### src/rtl/rcs_pkg.sv
// package of the channel status object bank: object addresses, field layouts, defaults
// assumes one system clock; objects are reached by index and subindex as documented
package rcs_pkg;
    // ----------------------------------------------------------------
    // geometry
    // ----------------------------------------------------------------
    localparam int RCS_CHANNELS = 4;
    localparam logic [15:0] RCS_INDEX_SPACING = 16'h0010;
    localparam logic [15:0] RCS_CHANNEL_COUNT = 16'h0004;
    // profile number of each channel entry, value arbitrary
    localparam logic [31:0] RCS_CHANNEL_PROFILE = 32'h0000_5a01;
    // ----------------------------------------------------------------
    // object indices (channel n adds n * spacing to the inputs, internal and factory objects)
    // ----------------------------------------------------------------
    localparam logic [15:0] RCS_IDX_INPUTS = 16'h6000;
    localparam logic [15:0] RCS_IDX_INTERNAL = 16'h800e;
    localparam logic [15:0] RCS_IDX_FACTORY = 16'h800f;
    localparam logic [15:0] RCS_IDX_PROFILE = 16'hf000;
    localparam logic [15:0] RCS_IDX_CODE_WORD = 16'hf008;
    localparam logic [15:0] RCS_IDX_MODULE_LIST = 16'hf010;
    // ----------------------------------------------------------------
    // subindices
    // ----------------------------------------------------------------
    localparam logic [7:0] RCS_SUB_COUNT = 8'h00;
    localparam logic [7:0] RCS_SUB_UNDER = 8'h01;
    localparam logic [7:0] RCS_SUB_OVER = 8'h02;
    localparam logic [7:0] RCS_SUB_LIMIT1 = 8'h03;
    localparam logic [7:0] RCS_SUB_LIMIT2 = 8'h05;
    localparam logic [7:0] RCS_SUB_ERROR = 8'h07;
    localparam logic [7:0] RCS_SUB_STATE = 8'h0f;
    localparam logic [7:0] RCS_SUB_TOGGLE = 8'h10;
    localparam logic [7:0] RCS_SUB_VALUE = 8'h11;
    localparam logic [7:0] RCS_SUB_RAW_SENSOR = 8'h01;
    localparam logic [7:0] RCS_SUB_RES_SENSOR = 8'h02;
    localparam logic [7:0] RCS_SUB_RAW_LINE = 8'h03;
    localparam logic [7:0] RCS_SUB_RES_LINE = 8'h04;
    localparam logic [7:0] RCS_SUB_SPACING = 8'h01;
    localparam logic [7:0] RCS_SUB_MODCOUNT = 8'h02;
    localparam logic [7:0] RCS_SUB_CODE = 8'h00;
    // ----------------------------------------------------------------
    // subindex counts
    // ----------------------------------------------------------------
    localparam logic [7:0] RCS_INPUTS_MAXSUB = 8'h11;
    localparam logic [7:0] RCS_INTERNAL_MAXSUB = 8'h04;
    localparam logic [7:0] RCS_FACTORY_MAXSUB_OLD = 8'h06;
    localparam logic [7:0] RCS_FACTORY_MAXSUB_TEN = 8'h08;
    localparam logic [7:0] RCS_PROFILE_MAXSUB = 8'h02;
    localparam logic [7:0] RCS_MODULE_LIST_MAXSUB = 8'h04;
    localparam int RCS_FACTORY_WORDS = 8;
    localparam int RCS_FACTORY_WORDS_OLD = 6;
    // ----------------------------------------------------------------
    // defaults and codes
    // ----------------------------------------------------------------
    localparam logic [15:0] RCS_GAIN_DEFAULT = 16'h9e50;
    localparam logic [15:0] RCS_OFFSET_DEFAULT = 16'h0000;
    localparam logic [1:0] RCS_LIM_OFF = 2'h0;
    localparam logic [1:0] RCS_LIM_ABOVE = 2'h1;
    localparam logic [1:0] RCS_LIM_BELOW = 2'h2;
    localparam logic [1:0] RCS_LIM_EQUAL = 2'h3;

    // one sample delivered by the measurement path for one channel
    typedef struct packed {
        logic [1:0] channel;
        logic under;
        logic over;
        logic valid;
        logic lim1_on;
        logic lim2_on;
        logic signed [15:0] limit1;
        logic signed [15:0] limit2;
        logic signed [15:0] value;
        logic signed [31:0] raw_sensor;
        logic [15:0] res_sensor;
        logic signed [31:0] raw_line;
        logic [15:0] res_line;
    } rcs_sample_t;

    // process data of one channel
    typedef struct packed {
        logic under;
        logic over;
        logic [1:0] limit1;
        logic [1:0] limit2;
        logic error;
        logic state;
        logic toggle;
        logic signed [15:0] value;
    } rcs_pdo_t;

    // internal measurement entries of one channel
    typedef struct packed {
        logic signed [31:0] raw_sensor;
        logic [15:0] res_sensor;
        logic signed [31:0] raw_line;
        logic [15:0] res_line;
    } rcs_internal_t;

    // object access request
    typedef struct packed {
        logic rd;
        logic wr;
        logic [15:0] index;
        logic [7:0] sub;
        logic [31:0] wdata;
    } rcs_req_t;

    // object access answer
    typedef struct packed {
        logic ack;
        logic err;
        logic [31:0] rdata;
    } rcs_rsp_t;
endpackage : rcs_pkg

### src/rtl/rcs_channel_objects.sv
// channel status object bank of a four-channel resistance thermometer input
// assumes samples and object requests come from logic on clock_in
`timescale 1ns/1ps
`default_nettype none
module rcs_channel_objects #(
    parameter bit FIRMWARE_TEN = 1'b1
) (
    // clock and reset
    input wire logic clock_in,
    input wire logic rst_in,
    // measurement path
    input wire logic sample_valid_in,
    input var rcs_pkg::rcs_sample_t sample_in,
    // object access
    input var rcs_pkg::rcs_req_t req_in,
    output var rcs_pkg::rcs_rsp_t rsp_out,
    // process data of all channels
    output var rcs_pkg::rcs_pdo_t [rcs_pkg::RCS_CHANNELS-1:0] pdo_out
);
    import rcs_pkg::*;

    // ----------------------------------------------------------------
    // state
    // ----------------------------------------------------------------
    typedef struct packed {
        rcs_pdo_t [RCS_CHANNELS-1:0] pdo;
        rcs_internal_t [RCS_CHANNELS-1:0] internal;
        logic [RCS_CHANNELS-1:0][RCS_FACTORY_WORDS-1:0][15:0] factory;
        rcs_rsp_t rsp;
    } rcs_state_t;

    rcs_state_t state_q;
    rcs_state_t state_d;

    // limit comparison
    function automatic logic [1:0] rcs_limit(input logic on, input logic signed [15:0] v,
                                             input logic signed [15:0] lim);
        logic [1:0] code;
        code = RCS_LIM_OFF;
        if (on) begin
            if (v > lim) begin
                code = RCS_LIM_ABOVE;
            end else if (v < lim) begin
                code = RCS_LIM_BELOW;
            end else begin
                code = RCS_LIM_EQUAL;
            end
        end
        return code;
    endfunction : rcs_limit

    // reset image
    function automatic rcs_state_t rcs_reset_image();
        rcs_state_t s;
        s = '0;
        for (int c = 0; c < RCS_CHANNELS; c++) begin
            for (int w = 0; w < RCS_FACTORY_WORDS; w++) begin
                s.factory[c][w] = w[0] ? RCS_GAIN_DEFAULT : RCS_OFFSET_DEFAULT;
            end
        end
        return s;
    endfunction : rcs_reset_image

    // ----------------------------------------------------------------
    // address decode
    // ----------------------------------------------------------------
    logic [15:0] idx_base;
    logic [1:0] idx_chan;
    logic chan_ok;
    logic [7:0] factory_maxsub;
    logic [7:0] req_sub_minus1;
    logic [2:0] factory_word;

    always_comb begin
        idx_base = {req_in.index[15:8], 4'h0, req_in.index[3:0]};
        idx_chan = req_in.index[5:4];
        chan_ok = (req_in.index[7:6] == 2'b00);
        factory_maxsub = FIRMWARE_TEN ? RCS_FACTORY_MAXSUB_TEN : RCS_FACTORY_MAXSUB_OLD;
        req_sub_minus1 = req_in.sub - 8'h01;
        factory_word = req_sub_minus1[2:0];
    end

    // ----------------------------------------------------------------
    // next state
    // ----------------------------------------------------------------
    always_comb begin
        rcs_pdo_t p;
        rcs_internal_t it;
        logic hit;
        logic [31:0] rd;
        p = '0;
        it = '0;
        hit = 1'b0;
        rd = '0;
        state_d = state_q;

        // one channel updates as a whole
        if (sample_valid_in) begin
            p = state_q.pdo[sample_in.channel];
            p.under = sample_in.under;
            p.over = sample_in.over;
            p.limit1 = rcs_limit(sample_in.lim1_on, sample_in.value, sample_in.limit1);
            p.limit2 = rcs_limit(sample_in.lim2_on, sample_in.value, sample_in.limit2);
            p.error = ~sample_in.valid;
            p.state = ~sample_in.valid;
            p.toggle = ~state_q.pdo[sample_in.channel].toggle;
            p.value = sample_in.value;
            state_d.pdo[sample_in.channel] = p;
            it.raw_sensor = sample_in.raw_sensor;
            it.res_sensor = sample_in.res_sensor;
            it.raw_line = sample_in.raw_line;
            it.res_line = sample_in.res_line;
            state_d.internal[sample_in.channel] = it;
        end

        // object reads and writes
        p = state_q.pdo[idx_chan];
        it = state_q.internal[idx_chan];
        if (chan_ok && idx_base == RCS_IDX_INPUTS) begin
            hit = 1'b1;
            case (req_in.sub)
                RCS_SUB_COUNT: rd = {24'h00_0000, RCS_INPUTS_MAXSUB};
                RCS_SUB_UNDER: rd = {31'h0000_0000, p.under};
                RCS_SUB_OVER: rd = {31'h0000_0000, p.over};
                RCS_SUB_LIMIT1: rd = {30'h0000_0000, p.limit1};
                RCS_SUB_LIMIT2: rd = {30'h0000_0000, p.limit2};
                RCS_SUB_ERROR: rd = {31'h0000_0000, p.error};
                RCS_SUB_STATE: rd = {31'h0000_0000, p.state};
                RCS_SUB_TOGGLE: rd = {31'h0000_0000, p.toggle};
                RCS_SUB_VALUE: rd = {{16{p.value[15]}}, p.value};
                default: hit = 1'b0;
            endcase
        end else if (chan_ok && idx_base == RCS_IDX_INTERNAL) begin
            hit = 1'b1;
            case (req_in.sub)
                RCS_SUB_COUNT: rd = {24'h00_0000, RCS_INTERNAL_MAXSUB};
                RCS_SUB_RAW_SENSOR: rd = it.raw_sensor;
                RCS_SUB_RES_SENSOR: rd = {16'h0000, it.res_sensor};
                RCS_SUB_RAW_LINE: rd = it.raw_line;
                RCS_SUB_RES_LINE: rd = {16'h0000, it.res_line};
                default: hit = 1'b0;
            endcase
        end else if (chan_ok && idx_base == RCS_IDX_FACTORY) begin
            if (req_in.sub == RCS_SUB_COUNT) begin
                hit = 1'b1;
                rd = {24'h00_0000, factory_maxsub};
            end else if (req_in.sub <= factory_maxsub) begin
                hit = 1'b1;
                rd = {16'h0000, state_q.factory[idx_chan][factory_word]};
                if (factory_word[0] == 1'b0) begin
                    rd = {{16{rd[15]}}, rd[15:0]};
                end
                if (req_in.wr) begin
                    state_d.factory[idx_chan][factory_word] = req_in.wdata[15:0];
                end
            end
        end else if (req_in.index == RCS_IDX_PROFILE) begin
            hit = 1'b1;
            case (req_in.sub)
                RCS_SUB_COUNT: rd = {24'h00_0000, RCS_PROFILE_MAXSUB};
                RCS_SUB_SPACING: rd = {16'h0000, RCS_INDEX_SPACING};
                RCS_SUB_MODCOUNT: rd = {16'h0000, RCS_CHANNEL_COUNT};
                default: hit = 1'b0;
            endcase
        end else if (req_in.index == RCS_IDX_CODE_WORD) begin
            hit = (req_in.sub == RCS_SUB_CODE);
            rd = '0;
        end else if (req_in.index == RCS_IDX_MODULE_LIST) begin
            if (req_in.sub == RCS_SUB_COUNT) begin
                hit = 1'b1;
                rd = {24'h00_0000, RCS_MODULE_LIST_MAXSUB};
            end else if (req_in.sub <= RCS_MODULE_LIST_MAXSUB) begin
                hit = 1'b1;
                rd = RCS_CHANNEL_PROFILE;
            end
        end

        // writes to read-only objects are refused
        if (hit && req_in.wr && !(chan_ok && idx_base == RCS_IDX_FACTORY)
            && req_in.index != RCS_IDX_CODE_WORD) begin
            hit = 1'b0;
        end
        state_d.rsp.ack = req_in.rd | req_in.wr;
        state_d.rsp.err = (req_in.rd | req_in.wr) & ~hit;
        state_d.rsp.rdata = (req_in.rd & hit) ? rd : 32'h0000_0000;
    end

    // ----------------------------------------------------------------
    // registers
    // ----------------------------------------------------------------
    always_ff @(posedge clock_in or posedge rst_in) begin
        if (rst_in) begin
            state_q <= rcs_reset_image();
        end else begin
            state_q <= state_d;
        end
    end

    assign rsp_out = state_q.rsp;
    assign pdo_out = state_q.pdo;
endmodule : rcs_channel_objects
`default_nettype wire

### config.mk
export PLATFORM = sky130hd
export DESIGN_NAME = rcs_channel_objects
export DESIGN_NICKNAME = d
export VERILOG_FILES = /design/src/rtl/rcs_pkg.sv /design/src/rtl/rcs_channel_objects.sv
export SDC_FILE = /design/constraint.sdc
export NUM_CORES = 2
export LEC_CHECK = 0
export BUFFER_PORTS_ARGS = -buffer_cell sky130_fd_sc_hd__clkbuf_2
export CAP_MARGIN = 20
export CORE_ASPECT_RATIO = 2
export CORE_MARGIN = 3
export CORE_UTILIZATION = 60
export DETAILED_ROUTE_END_ITERATION = 7
export HOLD_SLACK_MARGIN = 0.06
export PLACE_DENSITY_LB_ADDON = 0.12
export SLEW_MARGIN = 25
export SYNTH_ARGS = -nofsm -noshare
export SYNTH_HDL_FRONTEND = slang
export SYNTH_SLANG_ARGS = --single-unit
### constraint.sdc
create_clock -name clock_in -period 113.7 [get_ports clock_in]
set_input_delay 22.74 -clock clock_in [delete_from_list [all_inputs] [get_ports clock_in]]
set_output_delay 22.74 -clock clock_in [all_outputs]
set_load 0.02 [all_outputs]
* Word-level counts from Yosys, hierarchy flattened *
Cells that the tools add are included.
W data, S select, Z words.

storage, ports and cells
  flip-flop bits (word level) = 1030
  bits of input ports = 212
  output and inout bits = 134
  logic and storage cells = 195

operators by class
  add/subtract/negate cells = 1
  $lt $le $gt $ge = 12
  equal/unequal tests = 16
  muxes and demuxes = 58
  bitwise logic cells = 9
  reduce and logical (&&, ||, !) cells = 16

operators with widths
  cell                    count
  $bwmux W512             1
  $bwmux W384             1
  $pmux W32 S9            1
  $bmux W128 S2           1
  $demux W128 S2          1
  $mux W128               2
  $mux W32                8
  $bmux W96 S2            1
  $demux W96 S2           1
  $mux W96                2
  $pmux W32 S5            1
  $bmux W25 S2            2
  $bwmux W100             1
  $mux W15                4
  $demux W25 S2           1
  $mux W25                2
  $bmux W16 S3            1
  $demux W16 S3           1
  $eq A16 B16 Y1 const B  3
  $gt A16 B16 Y1          2
  $lt A16 B16 Y1          2
  $mux W16                2
  $eq A12 B12 Y1 const B  2
  $eq A8 B3 Y1 const B    3
  28 further kinds        66

* Logic depth before layout (Yosys ltp) *
  depth after elaboration = 15
  depth in mapped cells = 12
  mapped depth without buffers = 9

* Worst setup path before layout *
Ideal clock, no wire load.

  path kind = input -> register
  start = input port req_in[32] (netlist name)
  end = register state_q[34] (netlist name)
  library setup time = 0.125 ns
  arrival = 24.979 ns
  data required time = 113.575 ns
  path slack = 88.596 ns
  stages on the path = 11
  buffers on the path = 2
  cell sequence = inv_1 > ha_1 > nor2b_1 > buf_2 > xnor2_1 > nor3_1 > and3b_1 > nand2_1 > nor3_2 > buf_2 > mux2_2

on the way
  word-level cells in the longest chain between the ends = 8
  elaborated cells between the ends (all ways) = 13
  those cells by class = add/sub: 1; order compare: 3; mux: 5; bitwise: 1; reduce/logical: 3

RTL lines
  item                                                                RTL line                    RTL
  start: declaration                                                  rcs_channel_objects.sv:15   input var rcs_pkg::rcs_req_t req_in,
  $sub A3 B1 Y3                                                       rcs_channel_objects.sv:79   req_sub_minus1 = req_in.sub - 8'h01;
  $lt A3 B4 Y1 (implied by the code) or $ge A3 B1 Y1 (tied branches)  rcs_channel_objects.sv:154  state_d.factory[idx_chan][factory_word] = req_in.wdata[15:0];
  $logic_and A1 B1 Y1 (implied by the code)                           rcs_channel_objects.sv:154
  $mux W16 (implied by the code)                                      rcs_channel_objects.sv:154
  $demux W16 S3                                                       rcs_channel_objects.sv:154
  $mux W128 (implied by the code)                                     rcs_channel_objects.sv:154
  $demux W128 S2                                                      rcs_channel_objects.sv:154
  $bwmux W512                                                         rcs_channel_objects.sv:154
  end signal: assignment                                              rcs_channel_objects.sv:193  state_q <= rcs_reset_image();
  end signal: assignment                                              rcs_channel_objects.sv:195  state_q <= state_d;
  end: declaration                                                    rcs_channel_objects.sv:32   rcs_state_t state_q;

Several ways; a longest one is shown, not always the timed one.
A chain may end at the register's enable or synchronous reset.

* Worst setup path in the final report *
  start = input port req_in[32] (netlist name)
  end = register state_q[527] (netlist name)

The elaborated chain is that of the path after synthesis.

==> results.py <==
metrics = {
    "worst_hold_path": {
        "min_path_cells": 2,
        "hp-class": "flip-flop to flip-flop",
        "hold_start": "state_q[887]$_DFFE_PP0P_",
        "hold_end": "state_q[887]$_DFFE_PP0P_",
    },
    "clocking": {
        "cts_hold_buffers": 0,
        "cts_resized": 0,
        "ctsRootBufferMaster": "clkbuf_16",
        "cts_sinks": 1026,
        "cts_buffers": 89,
        "h-tree-depth": 3,
        "cts_tree": "yes",
        "clk_latency_ns": 0.68,
        "post_cts_buffers": 0,
        "clk_pin_slew_worst_paths_ns": 0.06,
        "clockBufferDepth": 3,
    },
    "synthesis": {
        "yosys_register_bits": 1026,
        "yosys_warnings": 0,
        "synthCells": 3617,
        "syn_nets": 3866,
        "synth_cell_types": 58,
        "avgSynthCellArea_sq_um": 13.2,
        "synth_ff_type": "dfrtp_1",
        "async_flop_share_pct": 100,
        "synth_edf_count": 0,
        "synth_area_sq_mm": 0.0479,
        "ys_seq_area_share_pct": 53.9,
    },
    "timing": {
        "finalClockSkew_ns": 0.0171,
        "period_share_pct": 23.0,
        "grt_setup_unrepaired": "no",
        "max_slew_margin_pct": 24.9,
        "finalSetupViolCount": 0,
        "post-route-min-period_ns": 26.14,
        "drv_slew": 0,
        "worst_hold_slack_ns": 0.472,
        "fmax_mhz": 38.2,
        "hold_viol_final": 0,
        "final.setup.tns_ns": 0,
        "worst_slew_pin_slew_ns": 1.12,
    },
    "route": {
        "drc": 0,
        "vias_per_cell": 6.29,
        "routed_wl_microns": 132000,
        "drt_iter0_drc": 2209,
        "vias": 30200,
        "top_layer": "met5",
        "wl_met1_microns": 47100,
        "met3WireLength_microns": 8920,
        "firstDrtPassIters": 6,
        "wl_per_cell_microns": 27.5,
        "postRouteAntennaNets": 0,
        "routed-wl-met2_microns": 68300,
    },
    "grt": {
        "antenna_found_initial": 19,
        "grt_pass1_wl_microns": 202000,
        "grt_pass1_vias": 33000,
        "overflow": 0,
        "grt_use_total_pct": 32.3,
        "grt_max_degree": 206,
    },
    "floorplanning": {
        "die_h_microns": 405,
        "core_sq_mm": 0.0786,
        "rows": 145,
        "io_pins": 346,
        "die-area_sq_mm": 0.0834,
        "dieWidth_microns": 206,
        "start_util_pct": 60.9,
    },
    "placed_design": {
        "portBuffers": 329,
        "routabilityCongestion": 0.888,
        "dp.cells": 4629,
        "placed_area_sq_mm": 0.0493,
        "hpwl_microns": 88400,
    },
    "setup_path": {
        "cp_cell_sequence": "clkbuf_2 -> inv_1 -> ha_1 -> nor2b_1 -> xnor2_1 -> nor3_1 -> nand3_1 -> nor2_1 -> nand2_1 -> mux2_2",
        "cp-end-kind": "flip-flop",
        "required_ns": 114.25,
        "rr_worst_depth": 5,
        "critical_path_class": "input port to flip-flop",
        "crit_buf_inv": 2,
        "worstReg2RegEnd": "rsp_out[19]$_DFF_PP0_",
        "crit_slowest_cell": "nand2_1",
        "r2r-start": "state_q[497]$_DFFE_PP0P_",
        "path_delay_family": "simple AND/OR/NAND/NOR gates",
        "ff2ff_setup_slack_ns": 110.85,
        "worst-endpoint-arrival_ns": 26.70,
        "critPathMaxStageDelay_ns": 0.84,
        "worstSetupStartpointType": "input port",
        "cp_max_fo": 16,
    },
    "final_layout": {
        "fin_area_sq_mm": 0.0524,
        "fillers": 5734,
        "layout-area-overhead-vs-synth_pct": 9.56,
        "seqCellArea_sq_mm": 0.0258,
        "finalNetCount": 3943,
        "final_cells": 4810,
        "multiInputGateArea_sq_mm": 0.0199,
        "drive_gt1_share_pct": 44.0,
    },
    "power_and_ir_drop": {
        "power_density_mw_per_mm2": 16.0,
        "ir_drop_mv": 0.0166,
        "power_leakage_uw": 0.0251,
    },
    "run": {
        "drv_cap": 0,
    },
    "status": {
        "status": "finished clean",
    },
}
## stage by stage
step	util [%]	total power (uW)	setup WS [ns]
2_1_floorplan	-	494	62.27
3_3_place_gp	62.7	517	87.18
3_5_place_dp	62.7	525	87.00
4_1_cts	66.6	842	87.70
5_1_grt	66.7	868	87.30
6_report	66.8	837	87.56
## power by group
part | internal, uW | switching (uW) | leakage (uW)
Sequential | 395 | 18.8 | 0.0131
Clock | 179 | 138 | 0.00150
Combinational | 44.6 | 60.5 | 0.0105
## worst register-to-register path, cell delays in order, from the launching register on
cell and delay (ns):
dfrtp_1 0.37, mux4_2 0.46, a22oi_1 0.30, nand4_1 0.32, a41oi_2 0.99, a21oi_1 0.22
## synth_stat cells, types with 3 or more instances
cell	instances	share of area, %
dfrtp_1	914	48
nand2_1	752	5.9
mux2_2	740	17
mux4_2	248	12
clkbuf_1	174	1.4
buf_4	134	2.1
dfstp_2	112	6.1
a22oi_1	92	1.4
buf_2	52	0.54
a21oi_1	47	0.49
inv_1	44	0.35
ha_1	37	0.97
nor2_1	30	0.24
buf_1	28	0.22
nand4_1	26	0.34
a22o_1	21	0.38
o21ai_0	15	0.16
a221oi_1	13	0.24
o31ai_1	13	0.20
a21o_1	12	0.19
nor3_1	12	0.13
and3_1	9	0.12
nand3_1	9	0.094
and2_1	6	0.078
nor3_2	6	0.13
xnor2_1	6	0.11
a2111oi_0	5	0.091
nor2b_1	5	0.065
a31o_2	4	0.073
nand2b_1	4	0.052
o41a_1	4	0.094
nand3b_1	3	0.047
nor4_1	3	0.039
nor4_4	3	0.13
o21a_1	3	0.047
or4_1	3	0.047
## cell families (layout without fill, tap and decap cells)
kind of cell / after synthesis / count (layout) / share of synthesized area [%]
flops: 1026 / 1026 / 53.9
buf+inv: 434 / 587 / 4.62
compound gates: 239 / 239 / 3.60
mux: 989 / 989 / 29.1
simple gates: 883 / 883 / 7.62
fa+ha+maj: 38 / 38 / 0.988
xor+xnor: 8 / 8 / 0.146
other cells: 0 / 11 / 0
## layer usage
metal | vias up | track usage, %
met5 | - | 0
li1 | 12900 | -
met2 | 1153 | 54.8
met1 | 15900 | 38.6
met4 | 14 | 17.2
met3 | 309 | 6.87
## flip-flops by register name, summed over array words and instances (netlist names)
signal,cells
state_q,896
pdo_out,96
rsp_out,34
## how the worst max path moves through the flow
stage / start / endpoint / cells past startpoint
floorplan: rst_in / pdo_out[0]$_DFFE_PP0P_ / 1
global placement: req_in[44] / rsp_out[1]$_DFF_PP0_ / 6
detailed placement: req_in[32] / state_q[520]$_DFFE_PP0P_ / 10
CTS: req_in[32] / state_q[527]$_DFFE_PP0P_ / 10
global route: req_in[32] / state_q[473]$_DFFE_PP0P_ / 10
finish: req_in[32] / state_q[527]$_DFFE_PP0P_ / 10
## placed cells by master, fill, tap and decap left out, drive strengths merged, types with 11 or more instances in the layout
| cell type | n |
|---|---|
| o31ai | 13 |
| mux4 | 248 |
| dfrtp | 914 |
| clkinv | 17 |
| o21ai | 15 |
| diode | 11 |
| nor2 | 30 |
| ha | 37 |
| clkbuf | 461 |
| a21oi | 47 |
| nand2 | 752 |
| nor3 | 18 |
| dfstp | 112 |
| a221oi | 13 |
| a21o | 12 |
| nand4 | 27 |
| a22oi | 92 |
| a22o | 21 |
| inv | 47 |
| mux2 | 740 |
| buf | 49 |
## final cells by class
type                    instances  share of cell area [%]
multi-input cells            2157                    38.0
repair buffers                376                    4.14
clock inverters                33                   0.673
inverters                      44                   0.329
well taps                    1029                    2.45
diodes                         11                  0.0525
flip-flops and latches       1026                    49.2
clock buffers                 134                    5.17
(Power assumes the default switching activity.)
